`config.mk`:
```
export PLATFORM = sky130hd
export DESIGN_NAME = byte_port
export DESIGN_NICKNAME = d
export VERILOG_FILES = /design/src/verilog/byte_port.v
export VERILOG_INCLUDE_DIRS = /design/src /design/src/verilog
export SDC_FILE = /design/constraint.sdc
export NUM_CORES = 1
export LEC_CHECK = 0
export ABC_AREA = 0
export BUFFER_PORTS_ARGS = -buffer_cell sky130_fd_sc_hd__buf_2
export CAP_MARGIN = 10
export CORE_UTILIZATION = 49
export CTS_CLUSTER_DIAMETER = 200
export DETAILED_ROUTE_END_ITERATION = 10
export PLACE_DENSITY = 0.71
export SETUP_SLACK_MARGIN = 0.1
export SKIP_LAST_GASP = 1
export SYNTH_ARGS = -nofsm -noshare
export SYNTH_HDL_FRONTEND = slang
export SYNTH_SLANG_ARGS = --single-unit
```
`constraint.sdc`:
```
create_clock -name CLK -period 2.8 [get_ports CLK]
set_input_delay 0.28 -clock CLK [delete_from_list [all_inputs] [get_ports CLK]]
set_output_delay 0.28 -clock CLK [all_outputs]
set_load 0.01 [all_outputs]
```
`src/verilog/byte_port_map.vh`:
```
// Register offsets, field positions, pin positions, reset values and synchroniser depth for the byte port
`ifndef BYTE_PORT_MAP_VH
`define BYTE_PORT_MAP_VH

// Register offsets on the register port
`define OFS_BYTE_DATA 8'h08
`define OFS_CTRL_DATA 8'h09
`define OFS_BYTE_DIR 8'h88
`define OFS_CTRL_DIR_STAT 8'h89
`define OFS_ANALOG_CFG 8'h9F

// Fields of the control direction and slave status register
`define BIT_IN_FULL 7
`define BIT_OUT_FULL 6
`define BIT_IN_OVF 5
`define BIT_SLAVE_MODE 4
`define BIT_UNUSED 3

// Control pin positions
`define PIN_READ 0
`define PIN_WRITE 1
`define PIN_SELECT 2

// Reset values
`define RST_BYTE_DIR 8'hFF
`define RST_CTRL_DIR 3'h7
`define RST_ANALOG_CFG 3'h0
`define RST_BYTE_LATCH 8'h00

// Synchroniser depth for pin inputs
`define SYNC_STAGES 2

`endif
```
`src/verilog/byte_port.v`:
```
// Eight-bit port and three-pin control port with parallel slave mode
//
// Chosen here: the plain strobed port.
`timescale 1ns/1ps
`default_nettype none
`include "byte_port_map.vh"

module byte_port (
    // Clock and reset
    input wire CLK,
    input wire RST,
    // Register port
    input wire [7:0] ADDR,
    input wire [7:0] WDATA,
    input wire WR,
    input wire RD,
    output reg [7:0] RDATA,
    // Byte port pins
    input wire [7:0] BP_IN,
    output reg [7:0] BP_OUT,
    output reg [7:0] BP_OE,
    // Control port pins
    input wire [2:0] CP_IN,
    output reg [2:0] CP_OUT,
    output reg [2:0] CP_OE,
    // Slave transfer completion
    output reg XFER_DONE
);

    // ************************************************************
    // Local definitions
    // ************************************************************

    // One-hot states of the slave transfer tracker
    localparam [2:0] ST_IDLE = 3'b001;
    localparam [2:0] ST_WRITE = 3'b010;
    localparam [2:0] ST_READ = 3'b100;

    // Control pins that read as analog for a given configuration field
    function [2:0] analog_mask;
        input [2:0] field;
        begin
            if (field[2:1] == 2'b11) begin
                analog_mask = 3'b000;
            end else begin
                analog_mask = 3'b111;
            end
        end
    endfunction

    // ************************************************************
    // Declarations
    // ************************************************************

    // Pin synchronisers
    reg [7:0] bp_meta_reg;
    reg [7:0] bp_sync_reg;
    reg [2:0] cp_meta_reg;
    reg [2:0] cp_sync_reg;

    // Software visible state
    reg [7:0] byte_latch_reg;
    reg [7:0] byte_latch_next;
    reg [7:0] byte_dir_reg;
    reg [7:0] byte_dir_next;
    reg [2:0] ctrl_latch_reg;
    reg [2:0] ctrl_latch_next;
    reg [2:0] ctrl_dir_reg;
    reg [2:0] ctrl_dir_next;
    reg [2:0] analog_cfg_reg;
    reg [2:0] analog_cfg_next;
    reg mode_reg;
    reg mode_next;

    // Slave interface state
    reg [7:0] in_latch_reg;
    reg [7:0] in_latch_next;
    reg in_full_reg;
    reg in_full_next;
    reg out_full_reg;
    reg out_full_next;
    reg in_ovf_reg;
    reg in_ovf_next;
    reg [2:0] state_reg;
    reg [2:0] state_next;
    reg done_next;

    // Decoded strobes and register access
    wire rd_sel_n;
    wire wr_sel_n;
    wire cs_n;
    wire ext_write;
    wire ext_read;
    wire wr_byte;
    wire wr_ctrl;
    wire wr_bdir;
    wire wr_cdir;
    wire wr_acfg;
    wire rd_byte;
    wire [2:0] ctrl_pins;
    wire [7:0] status_word;
    reg [7:0] rdata_next;
    reg [7:0] oe_next;

    // ************************************************************
    // Input synchronisers
    // ************************************************************

    // Two flops on every pin before any logic reads it
    always @(posedge CLK or posedge RST) begin
        if (RST) begin
            bp_meta_reg <= 8'h00;
            bp_sync_reg <= 8'h00;
            cp_meta_reg <= 3'h7;
            cp_sync_reg <= 3'h7;
        end else begin
            bp_meta_reg <= BP_IN;
            bp_sync_reg <= bp_meta_reg;
            cp_meta_reg <= CP_IN;
            cp_sync_reg <= cp_meta_reg;
        end
    end

    // ************************************************************
    // Slave strobe decode
    // ************************************************************

    // Control pins serve as strobes only in slave mode
    assign rd_sel_n = cp_sync_reg[`PIN_READ];
    assign wr_sel_n = cp_sync_reg[`PIN_WRITE];
    assign cs_n = cp_sync_reg[`PIN_SELECT];

    // Strobes count only while select is low
    assign ext_write = mode_reg & ~cs_n & ~wr_sel_n;
    assign ext_read = mode_reg & ~cs_n & ~rd_sel_n;

    // ************************************************************
    // Register port decode
    // ************************************************************

    // Write and read hits per register
    assign wr_byte = WR & (ADDR == `OFS_BYTE_DATA);
    assign wr_ctrl = WR & (ADDR == `OFS_CTRL_DATA);
    assign wr_bdir = WR & (ADDR == `OFS_BYTE_DIR);
    assign wr_cdir = WR & (ADDR == `OFS_CTRL_DIR_STAT);
    assign wr_acfg = WR & (ADDR == `OFS_ANALOG_CFG);
    assign rd_byte = RD & (ADDR == `OFS_BYTE_DATA);

    // Analog pins read as zero
    assign ctrl_pins = cp_sync_reg & ~analog_mask(analog_cfg_reg);

    // Status and direction word, bit 3 always zero
    assign status_word = {in_full_reg, out_full_reg, in_ovf_reg, mode_reg,
                          1'b0, ctrl_dir_reg};

    // ************************************************************
    // Software register updates
    // ************************************************************

    // Plain read/write configuration registers
    always @* begin
        byte_dir_next = byte_dir_reg;
        ctrl_dir_next = ctrl_dir_reg;
        ctrl_latch_next = ctrl_latch_reg;
        analog_cfg_next = analog_cfg_reg;
        mode_next = mode_reg;
        if (wr_bdir) begin
            byte_dir_next = WDATA;
        end
        if (wr_ctrl) begin
            ctrl_latch_next = WDATA[2:0];
        end
        if (wr_cdir) begin
            ctrl_dir_next = WDATA[2:0];
            mode_next = WDATA[`BIT_SLAVE_MODE];
        end
        if (wr_acfg) begin
            analog_cfg_next = WDATA[2:0];
        end
    end

    // Output latch of the byte port, shared by both modes
    always @* begin
        byte_latch_next = byte_latch_reg;
        if (wr_byte) begin
            byte_latch_next = WDATA;
        end
    end

    // ************************************************************
    // Slave transfer tracker
    // ************************************************************

    // Follows one external write or read from start to end
    always @* begin
        state_next = state_reg;
        in_latch_next = in_latch_reg;
        done_next = 1'b0;
        case (state_reg)
            ST_IDLE: begin
                if (ext_write) begin
                    state_next = ST_WRITE;
                    in_latch_next = bp_sync_reg;
                end else if (ext_read) begin
                    state_next = ST_READ;
                end
            end
            ST_WRITE: begin
                if (ext_write) begin
                    in_latch_next = bp_sync_reg;
                end else begin
                    state_next = ST_IDLE;
                    done_next = mode_reg;
                end
            end
            ST_READ: begin
                if (!ext_read) begin
                    state_next = ST_IDLE;
                    done_next = mode_reg;
                end
            end
            default: begin
                state_next = ST_IDLE;
            end
        endcase
    end

    // ************************************************************
    // Slave status flags
    // ************************************************************

    // Input-full: set at write end, cleared by a core read or by leaving slave mode
    always @* begin
        if (!mode_reg) begin
            in_full_next = 1'b0;
        end else if ((state_reg == ST_WRITE) && !ext_write) begin
            in_full_next = 1'b1;
        end else if (rd_byte) begin
            in_full_next = 1'b0;
        end else begin
            in_full_next = in_full_reg;
        end
    end

    // Output-full: set by a core write, cleared at external read start
    always @* begin
        if (!mode_reg) begin
            out_full_next = 1'b0;
        end else if (wr_byte) begin
            out_full_next = 1'b1;
        end else if ((state_reg == ST_IDLE) && !ext_write && ext_read) begin
            out_full_next = 1'b0;
        end else begin
            out_full_next = out_full_reg;
        end
    end

    // Overflow: set on a new write over an unread byte; set beats clear
    always @* begin
        if ((state_reg == ST_IDLE) && ext_write && in_full_reg) begin
            in_ovf_next = 1'b1;
        end else if (wr_cdir) begin
            in_ovf_next = WDATA[`BIT_IN_OVF];
        end else begin
            in_ovf_next = in_ovf_reg;
        end
    end

    // ************************************************************
    // Read data and pin drive
    // ************************************************************

    // Read data for the cycle after a read strobe, zero otherwise
    always @* begin
        rdata_next = 8'h00;
        if (RD) begin
            case (ADDR)
                `OFS_BYTE_DATA: begin
                    if (mode_reg) begin
                        rdata_next = in_latch_reg;
                    end else begin
                        rdata_next = bp_sync_reg;
                    end
                end
                `OFS_CTRL_DATA: begin
                    rdata_next = {5'h00, ctrl_pins};
                end
                `OFS_BYTE_DIR: begin
                    rdata_next = byte_dir_reg;
                end
                `OFS_CTRL_DIR_STAT: begin
                    rdata_next = status_word;
                end
                `OFS_ANALOG_CFG: begin
                    rdata_next = {5'h00, analog_cfg_reg};
                end
                default: begin
                    rdata_next = 8'h00;
                end
            endcase
        end
    end

    // Byte port drive: direction register in general mode, read strobe in slave mode
    always @* begin
        if (mode_reg) begin
            oe_next = ext_read ? 8'hFF : 8'h00;
        end else begin
            oe_next = ~byte_dir_reg;
        end
    end

    // ************************************************************
    // State registers
    // ************************************************************

    // Configuration and status registers
    always @(posedge CLK or posedge RST) begin
        if (RST) begin
            byte_dir_reg <= `RST_BYTE_DIR;
            ctrl_dir_reg <= `RST_CTRL_DIR;
            ctrl_latch_reg <= 3'h0;
            analog_cfg_reg <= `RST_ANALOG_CFG;
            mode_reg <= 1'b0;
            in_full_reg <= 1'b0;
            out_full_reg <= 1'b0;
            in_ovf_reg <= 1'b0;
        end else begin
            byte_dir_reg <= byte_dir_next;
            ctrl_dir_reg <= ctrl_dir_next;
            ctrl_latch_reg <= ctrl_latch_next;
            analog_cfg_reg <= analog_cfg_next;
            mode_reg <= mode_next;
            in_full_reg <= in_full_next;
            out_full_reg <= out_full_next;
            in_ovf_reg <= in_ovf_next;
        end
    end

    // Data latches and transfer state
    always @(posedge CLK or posedge RST) begin
        if (RST) begin
            byte_latch_reg <= `RST_BYTE_LATCH;
            in_latch_reg <= 8'h00;
            state_reg <= ST_IDLE;
        end else begin
            byte_latch_reg <= byte_latch_next;
            in_latch_reg <= in_latch_next;
            state_reg <= state_next;
        end
    end

    // Registered outputs
    always @(posedge CLK or posedge RST) begin
        if (RST) begin
            RDATA <= 8'h00;
            BP_OUT <= `RST_BYTE_LATCH;
            BP_OE <= 8'h00;
            CP_OUT <= 3'h0;
            CP_OE <= 3'h0;
            XFER_DONE <= 1'b0;
        end else begin
            RDATA <= rdata_next;
            BP_OUT <= byte_latch_reg;
            BP_OE <= oe_next;
            CP_OUT <= ctrl_latch_reg;
            CP_OE <= ~ctrl_dir_reg;
            XFER_DONE <= done_next;
        end
    end

endmodule

`default_nettype wire

```
# After elaboration in Yosys (flattened, before gate mapping)
# Cells that the tools add are included.
word_totals:
  regBits: 93
  latchBits: 0
  ramBits: 0
  mem_bits_ro: 0
  input_bits: 31
  out_inout_bits: 31
  wordCells: 83
  mem_count: 0
classes:
  addsub: 0
  mul: 0
  div_mod_pow: 0
  magnitude_cmp: 0
  eq_ne: 14
  shifts: 0
  n_mux: 22
  bitwise: 16
  reduce_logical: 10
ops:
  columns: ["cell", "n"]
  rows:
  - ["one-hot mux 8 bit (5 select lines)", 1]
  - ["2-to-1 mux 8 bit", 4]
  - ["== test 8 bit, second input constant", 3]
  - ["== test 8 x 4 -> 1 bit, second input constant", 2]
  - ["2-to-1 mux 3 bit", 5]
  - ["2-to-1 mux 1 bit", 10]
  - ["bitwise AND 1 bit", 9]
  - ["one-hot mux 3 bit (3 select lines)", 1]
  - ["NOT 8 bit", 1]
  - ["inequality test 3 x 1 -> 1 bit, second input constant", 2]
  - ["NOT 3 bit", 2]
  - ["logical AND 1 bit", 5]
  - ["inequality test 2 bit, second input constant", 2]
  - ["bitwise AND 3 bit", 1]
  - ["== test 3 x 1 -> 1 bit, second input constant", 1]
  - ["== test 3 x 2 -> 1 bit, second input constant", 1]
  - ["== test 3 bit, second input constant", 1]
  - ["inequality test 3 bit, second input constant", 1]
  - ["NOT 1 bit", 3]
  - ["AND reduction 3 bit", 1]
  - ["== test 2 bit, second input constant", 1]
  - ["one-hot mux 1 bit (2 select lines)", 1]
  - ["AND reduction 2 bit", 1]
  - ["nonzero test 2 bit", 1]
  - ["2 further kinds", 2]

# Depth between registers and ports, before layout
# Gate-level depths: netlist (run 1).
depth:
  word_depth: 9
  depth_mapped: 6
  mapped_depth_nobuf: 4

# Worst setup path after synthesis (run 1)
# No wires, ideal clock.
synth_path:
  path_type: "flip-flop to flip-flop"
  from: "register state_reg[0]"
  to: "register in_latch_reg[0]"
  arrival_time_ns: 1.572
  required_ns: 2.675
  slack_ns: 1.103
  stages_incl_launch_ff: 5
  n_path_buf: 1
  period_less_slack_ns: 1.697
  path_cell_list: "dfstp_2 clkbuf_1 xnor2_1 nor3_4 mux2_2"
synth_via:
  elab_chain_len: 3
  word_cells_on_any_way: 4
  cone_classes: "eq/ne: 2; reduce/logical: 2"
synth_rtl:
  columns: ["element", "line", "source"]
  rows:
  - ["from (decl)", "byte_port.v:84", "reg [2:0] state_reg;"]
  - ["from (signal assigned)", "byte_port.v:349", "state_reg <= state_next;"]
  - ["== test 3 x 2 -> 1 bit / == test 3 x 1 -> 1 bit (equally long branches)", "byte_port.v:199", "case (state_reg)"]
  - ["OR reduction 2 bit (no line) (*)", null, null]
  - ["AND reduction 2 bit (no line) (*)", null, null]
  - ["to (signal assigned)", "byte_port.v:348", "in_latch_reg <= in_latch_next;"]
  - ["to (decl)", "byte_port.v:76", "reg [7:0] in_latch_reg;"]
# Mark *: on every way between the ends. The rest lies on a longest branch, timed or not.
# A chain may end at the register's enable or synchronous reset.

# Worst setup path after layout (run 1)
layout_path:
  from: "register mode_reg"
  to: "register in_latch_reg[0]"
layout_via:
  elab_chain_len: 3
layout_rtl:
  columns: ["element", "line", "source"]
  rows:
  - ["from (decl)", "byte_port.v:72", "reg mode_reg;"]
  - ["from (signal assigned)", "byte_port.v:333", "mode_reg <= mode_next;"]
  - ["bitwise AND 1 bit (2 in series)", "byte_port.v:134", "assign ext_write = mode_reg & ~cs_n & ~wr_sel_n;"]
  - ["AND reduction 2 bit (no line)", null, null]
# No other way between the ends.

==> results of run 1 <==
[worst register-to-register path, stage by stage (launching register included)]
cell,delay (ns)
sky130_fd_sc_hd__dfrtp_1,0.61
sky130_fd_sc_hd__or3b_1,0.51
sky130_fd_sc_hd__nor3_4,0.42
sky130_fd_sc_hd__mux2_2,0.38
[path summary, 6_finish.rpt]
check / startpoint / to / slack [ns] / cells after the start
max: mode_reg / in_latch_reg[0] / 0.78 / 3
min: BP_IN[1] / bp_meta_reg[1] / 0.02 / 1
max reg2reg: mode_reg / in_latch_reg[0] / 0.78 / 3
min reg2reg: bp_meta_reg[5] / bp_sync_reg[5] / 0.35 / 0
max in group asynchronous: RST / ctrl_dir_reg[0] / 1.60 / 4
min in group asynchronous: RST / bp_meta_reg[0] / 0.47 / 3
[layer usage]
metal | GRT usage (%) | vias to the layer above | share of wire (%)
met2 | 27.85 | 59 | 48
met3 | 5.048 | 16 | 4.0
met5 | 0 | - | 0
met1 | 25.05 | 1045 | 47
met4 | 6.818 | 0 | 1.7
li1 | - | 1033 | -
[report_power, final]
| group | total [W] | internal, W | switching [W] |
|---|---|---|---|
| Clock | 0.000888 | 0.000420 | 0.000468 |
| Combinational | 0.000189 | 0.0000920 | 0.0000968 |
| Sequential | 0.00147 | 0.00143 | 0.0000382 |
| Total | 0.00255 | 0.00194 | 0.000603 |
[through the flow]
stage / instances / hold slack (ns)
2_1_floorplan: 247 / 0.2845
3_3_place_gp: 396 / 0.3293
3_5_place_dp: 396 / 0.3347
4_1_cts: 420 / 0.0003226
5_1_grt: 420 / 0.001751
6_report: 420 / 0.01544
[what timing repair did]
action	in CTS	in global routing
endpoints found under the hold margin	33	0
setup buffers	0	0
gates resized for setup	0	0
hold buffers	8	0
[cell usage in the layout, fill, tap and decap left out, drive strengths merged, types with 3 or more instances in the layout]
| master | instances |
|---|---|
| nand4 | 3 |
| and3 | 4 |
| dfrtp | 75 |
| mux2 | 40 |
| o21ai | 15 |
| clkbuf | 10 |
| nor3b | 4 |
| mux2i | 7 |
| a21oi | 6 |
| and4 | 4 |
| inv | 6 |
| nand2 | 8 |
| a32oi | 3 |
| nor2 | 11 |
| nor3 | 6 |
| dfstp | 18 |
| nand3 | 9 |
| dlygate4sd3 | 8 |
| buf | 64 |
[cell type report]
| class | count | area [um^2] |
|---|---|---|
| inverter | 5 | 20.02 |
| timing repair buffer | 72 | 420.4 |
| tap | 96 | 120.1 |
| clock buffer | 10 | 127.6 |
| multi-input combinational | 138 | 1079 |
| clock inverter | 6 | 70.07 |
| fill | 562 | 2645 |
| sequential | 93 | 2350 |
[cell families after synthesis]
family | synth area share [%]
DFF | 67.24
and+or+nand+nor | 9.954
muxes | 14.89
AOI/OAI and AO/OA | 5.765
buffers and inverters | 1.897
xor gates and xnor gates | 0.2507
==> key figures, run 1 <==
Logic synthesis
  • Mapped Nets: 278
  • Number of flip-flops and latches in the synthesized netlist: 93
  • Number of distinct library cells after synthesis: 35
  • Leading cell types by count after synthesis: sky130_fd_sc_hd__dfrtp_1, sky130_fd_sc_hd__mux2_2, sky130_fd_sc_hd__dfstp_2
  • Most common cell in the netlist: sky130_fd_sc_hd__dfrtp_1
  • Mean Syn Cell Area: 14.15 um^2
  • Number of enable flip-flop cells after synthesis: 0
  • Most area-hungry cell type in the Yosys netlist: sky130_fd_sc_hd__dfrtp_1
  • Sequential fraction of the synthesis area: 67.24%
  • Most frequently used flop master after synthesis: sky130_fd_sc_hd__dfrtp_1
  • Top area cells in the synthesized netlist: sky130_fd_sc_hd__dfrtp_1, sky130_fd_sc_hd__dfstp_2, sky130_fd_sc_hd__mux2_2
  • Warnings from Yosys: 0
  • Share of flip-flops with an asynchronous set or reset after synthesis: 100.0%
  • Total standard cell area after synthesis: ~3500 um^2
  • Synthesized instance count: approximately 250
  • Synth top area share: 53.71%

Drt
  • First-pass DRT Iterations: 4
  • Total number of vias: 2153
  • Final ANT Viol Nets: 0
  • Detailed-route DRC error count: 0
  • Per-cell routed wire length: 14.63 um
  • Final wirelength: roughly 6100 um
  • 1st-iter DRT viols: 95
  • Detail-routed via count per cell: 5.126

Power
  • Post-layout power: about 0.0025 W
  • Pleak: 1.953 nW
  • Total power divided by cell area: 608.1 nW/um^2
  • Maximum VDD drop: 0.0003882 V

Clocking
  • Clk_lat worst skew: 0.36 ns
  • Max Root-Sink Buffers: 2
  • Number of buffers added by the clock tree synthesis step: 9
  • Clk sinks: 93
  • H-tree levels: 3
  • Clk pin slew, worst setup/hold paths: ~0.09 ns
  • CTS Root Buffer Type: sky130_fd_sc_hd__clkbuf_8
  • TritonCTS clock tree: yes

Global routing
  • Global-route wire length before repair: 9998 um
  • GRT Util Overall: 18.21%
  • Vias in the first global route: 1973
  • Antenna violations before repair: 0
  • Overall overflow remaining after global route: 0
  • Pin count of the biggest net entering global routing: 64

Place
  • IO Port Bufs: 61
  • Post-place setup slack: between 0.7 and 0.8 ns
  • Post-detailed-placement half-perimeter wirelength: 4310 um
  • Gp weighted congestion: 0.9279
  • Placed Area: 3909 um^2

STA
  • Maximum clock frequency: 494.0 MHz
  • Setup Viol. Count Final: 0
  • Portion of the clock cycle consumed by the worst path in the final layout: between 70 and 80%
  • Clk_skew: 0.004753 ns
  • Time the final worst path needs with I/O delays and setup: 2.024 ns
  • Setup repair after global routing missed its margin: false
  • Final Slew Violations: 0
  • Final Worst Setup Slack: 0.7756 ns
  • Number of hold violations in the final report: 0
  • Rel. slew slack: 63.25%
  • Transition time of the tightest slew-check pin: about 0.55 ns
  • Aggregate negative setup slack: 0 ns

Outcome
  • Run status: completed

Floorplanning
  • Chip height: approximately 86 um
  • Die X-Extent: 86.45 um
  • Die Area: 7474 um^2
  • Row count: 30
  • Initial Util: around 51%
  • Number of top-level pins: between 60 and 70
  • Placeable core region: 6832 um^2

Critical path
  • Number of buffers and inverters on the critical path: 0
  • Critical path's largest stage delay: 0.61 ns
  • Required time at the worst-slack endpoint: 3.05 ns
  • Critical path, cell by cell: or3b_1 > nor3_4 > mux2_2
  • Type of element capturing the critical path: flop
  • Type of the worst setup path: flop to flop
  • Data arrival time at the worst-slack endpoint: 2.28 ns
  • Crit path launch type: flop
  • Largest delay contributor family on the critical path: simple AND/OR/NAND/NOR gates
  • Critical-path cell with the highest stage delay: sky130_fd_sc_hd__dfrtp_1
  • Maximum fanout count along the critical path: 16

Layout
  • Post-layout instance area: 4187 um^2
  • Signed area change from the synthesized netlist to the final layout: 19.80%
  • Diodes inserted: 0
  • Fraction of the core area covered by cells at the end of the flow: 61.28%
  • Share of post-route cells with drive strength above 1: between 40 and 50%
  • Nets: 350

Flow run
  • Maximum Capacitance Violations: 0

Worst hold path
  • Type of the worst min-delay path: input pin to flop
No activity file was read; power rests on OpenSTA's default activity.
==> run 2: changes to the inputs <==
Settings changed: ABC_AREA 0 to 1, CORE_UTILIZATION 49 to 50, PLACE_DENSITY 0.71 to 0.72.
Clock period 2.8 ns to 1.75 ns, I/O delays scaled along.
==> run 2 against run 1 <==
Effect of this change: register-to-register slack got worse by 0.55 ns; design area rose by 4.8%; maximum frequency increased by 33%; sequential share of layout area is 2.5 points lower; routed wire length rose by 6.1%; critical endpoint is now in_latch_reg[3]; highest routed layer unchanged.
==> key figures, run 2 <==
Logic synthesis
  • Total standard cell area after synthesis: 3679 um^2
  • Synthesized instance count: 356
  • Top area cells in the synthesized netlist: sky130_fd_sc_hd__dfrtp_1, sky130_fd_sc_hd__dfstp_2, sky130_fd_sc_hd__nand2_1
  • Most area-hungry cell type in the Yosys netlist: sky130_fd_sc_hd__dfrtp_1
  • Synth top area share: about half
  • Number of distinct library cells after synthesis: 31
  • Sequential fraction of the synthesis area: 63.88%
  • Number of enable flip-flop cells after synthesis: 0
  • Most frequently used flop master after synthesis: sky130_fd_sc_hd__dfrtp_1
  • Leading cell types by count after synthesis: sky130_fd_sc_hd__nand2_1, sky130_fd_sc_hd__dfrtp_1, sky130_fd_sc_hd__o21ai_0
  • Number of flip-flops and latches in the synthesized netlist: between 90 and 100
  • Share of flip-flops with an asynchronous set or reset after synthesis: 100.0%
  • Mean Syn Cell Area: 10.33 um^2
  • Warnings from Yosys: 0
  • Mapped Nets: 387
  • Most common cell in the netlist: sky130_fd_sc_hd__nand2_1

Layout
  • Fraction of the core area covered by cells at the end of the flow: 63.15%
  • Combined area of the multi-input logic cells: 1101 um^2
  • Commonest cells after routing, fill and taps aside: sky130_fd_sc_hd__nand2_1, sky130_fd_sc_hd__dfrtp_1, sky130_fd_sc_hd__buf_2, sky130_fd_sc_hd__o21ai_0, sky130_fd_sc_hd__inv_1
  • Signed area change from the synthesized netlist to the final layout: 19.22%
  • Sequential cell area in the final layout: 2350 um^2
  • Diodes inserted: 0
  • Most frequent standard cell in the layout excluding fill and tap cells: sky130_fd_sc_hd__nand2_1
  • Number of filler instances in the final layout: 596
  • Share of post-route cells with drive strength above 1: 30.82%
  • Nets: around 460

Clocking
  • Max Root-Sink Buffers: 2
  • H-tree levels: 3
  • Post-CTS Setup Bufs: 0
  • Clk_lat worst skew: 0.35 ns
  • Clk sinks: 93
  • TritonCTS clock tree: yes
  • Clk pin slew, worst setup/hold paths: about 0.080 ns
  • Number of buffers added by the clock tree synthesis step: 9
  • CTS Root Buffer Type: sky130_fd_sc_hd__clkbuf_8

Critical path
  • Type of element capturing the critical path: flop
  • Worst r2r path cells: 7
  • Crit path to: in_latch_reg[3]
  • Critical register-to-register path startpoint: cp_sync_reg[2]
  • Critical path, cell by cell: inv_1 > nand3_2 > nor2_1 > nor2_4 > inv_1 > nand2_1 > nand2_1
  • Critical path origin: cp_sync_reg[2]
  • Data arrival time at the worst-slack endpoint: 1.77 ns
  • Reg2Reg Capture Point: in_latch_reg[3]
  • Maximum fanout count along the critical path: 14
  • Critical path's largest stage delay: about 0.52 ns
  • Reg2Reg Setup Slack: approximately 0.23 ns
  • Crit path launch type: flop
  • Critical-path cell with the highest stage delay: sky130_fd_sc_hd__dfstp_2
  • Type of the worst setup path: flop to flop
  • Required time at the worst-slack endpoint: about 2.0 ns

Floorplanning
  • Chip height: approximately 90 um
  • Number of top-level pins: 62
  • Die X-Extent: between 80 and 90 um
  • Die Area: 7704 um^2
  • Placeable core region: 6944 um^2
  • Initial Util: 52.97%
  • Row count: 30

Drt
  • Detail-routed via count per cell: 4.813
  • 1st-iter DRT viols: 133
  • Per-cell routed wire length: 12.21 um
  • Final wirelength: 6521 um
  • Detailed-route DRC error count: 0
  • Total number of vias: 2570
  • Final ANT Viol Nets: 0
  • WL met3: 260 um
  • Highest routing layer actually used: met4
  • First-pass DRT Iterations: 5
  • Met2 wire length: 3053 um
  • Met1 WL: between 3000 and 4000 um

Power
  • Internal power of the cells: 0.003451 W
  • Clock network power share: between 30% and 40%
  • Total power divided by cell area: 1062 nW/um^2
  • Power spent charging and discharging nets: ~0.0012 W
  • Switching share of power: 25.88%
  • Share of power burned in combinational logic: 14.2%
  • Part of the power in registers: 53.8%
  • Pleak: 2.318 nW
  • Maximum VDD drop: 0.0004775 V
  • Post-layout power: 0.004656 W

Global routing
  • GRT Util Overall: 19.34%
  • Vias in the first global route: 2442
  • Overall overflow remaining after global route: 0
  • Pin count of the biggest net entering global routing: between 90 and 100
  • Global-route wire length before repair: between 10000 and 15000 um
  • Antenna violations before repair: 0

STA
  • Setup repair after global routing missed its margin: false
  • Transition time of the tightest slew-check pin: 0.4736 ns
  • Portion of the clock cycle consumed by the worst path in the final layout: 87.08%
  • Setup Viol. Count Final: 0
  • Maximum clock frequency: 656.2 MHz
  • Aggregate negative setup slack: 0 ns
  • Final Slew Violations: 0
  • Post-route worst hold slack: 0.02538 ns
  • Number of hold violations in the final report: 0
  • Clk_skew: 0.008363 ns
  • Final Worst Setup Slack: between 0.2 and 0.25 ns
  • Time the final worst path needs with I/O delays and setup: between 1.5 and 2 ns
  • Rel. slew slack: about two thirds

Place
  • Post-place setup slack: 0.01228 ns
  • IO Port Bufs: 61
  • Post-detailed-placement half-perimeter wirelength: about 4600 um
  • Gp weighted congestion: about 0.83

Flow run
  • Maximum Capacitance Violations: 0

Worst hold path
  • Type of the worst min-delay path: input pin to flop

Outcome
  • Run status: completed
[run 2: changes by cell type after synthesis, sizes merged, moves of 4 or more]
cell	delta
and4	-4
and3	-4
mux2i	-6
nor3b	-4
nand2	+95
nor3	-5
o21ai	+31
mux2	-40
nor2	+14
inv	+31
nand3	+19
[run 2: cell type report]
class | count | share of cell area (%)
timing repair buffer | 77 | 10.67
clock inverter | 4 | 1.655
inverter | 36 | 3.167
multi-input combinational | 216 | 25.11
tap | 96 | 2.739
clock buffer | 12 | 3.081
sequential | 93 | 53.58
[run 2: cells by family (layout without fill, tap and decap cells)]
group | after synthesis | in the layout | synth area share (%)
AOI/OAI and AO/OA | 53 | 53 | 8.673
buffers and inverters | 47 | 129 | 6.326
DFF | 93 | 93 | 63.88
muxes | 1 | 1 | 0.2721
and+or+nand+nor | 162 | 162 | 20.85
[run 2: timing repair]
item | in CTS | in global routing
hold buffers | 12 | 0
hold endpoints to repair | 86 | 0
resized for setup | 1 | 0
setup endpoints to repair | 3 | 0
[run 2: worst min path at each step]
stage / slack [ns] / endpoint / startpoint / cells past startpoint
finish: 0.03 / byte_dir_reg[7] / WDATA[7] / 3
global route: 0.02 / byte_dir_reg[6] / WDATA[6] / 3
CTS: 0.02 / byte_dir_reg[6] / WDATA[6] / 3
detailed placement: 0.28 / cp_meta_reg[1] / CP_IN[1] / 1
global placement: 0.28 / bp_meta_reg[0] / BP_IN[0] / 1
floorplan: 0.18 / cp_meta_reg[0] / CP_IN[0] / 0
[run 2: layer usage]
layer / global-route usage, % / up-vias
li1: - / 1281
met5: 0 / -
met3: 4.618 / 10
met4: 6.259 / 0
met2: 30.23 / 60
met1: 26.82 / 1219
[run 2: through the flow]
stage	area (um^2)	std cells
2_1_floorplan	3682	356
3_3_place_gp	4053	506
3_5_place_dp	4053	506
4_1_cts	4385	534
5_1_grt	4385	534
6_report	4385	534
[run 2: critical path: cells and delay by family (launching register included)]
| kind | cells | cell delay (ns) |
|---|---|---|
| DFF | 1 | 0.52 |
| and+or+nand+nor | 5 | 0.67 |
| buffers and inverters | 2 | 0.21 |
[run 2: power by group through the flow]
| stage | clock network, W | logic (W) | registers, W |
|---|---|---|---|
| after detailed placement | 0 | 0.000644 | 0.00254 |
| final | 0.00149 | 0.000659 | 0.00250 |
| after floorplan | 0 | 0.000436 | 0.00254 |
| after global routing | 0.00161 | 0.000748 | 0.00254 |
| after global placement | 0 | 0.000611 | 0.00254 |
| after CTS | 0.00152 | 0.000667 | 0.00250 |
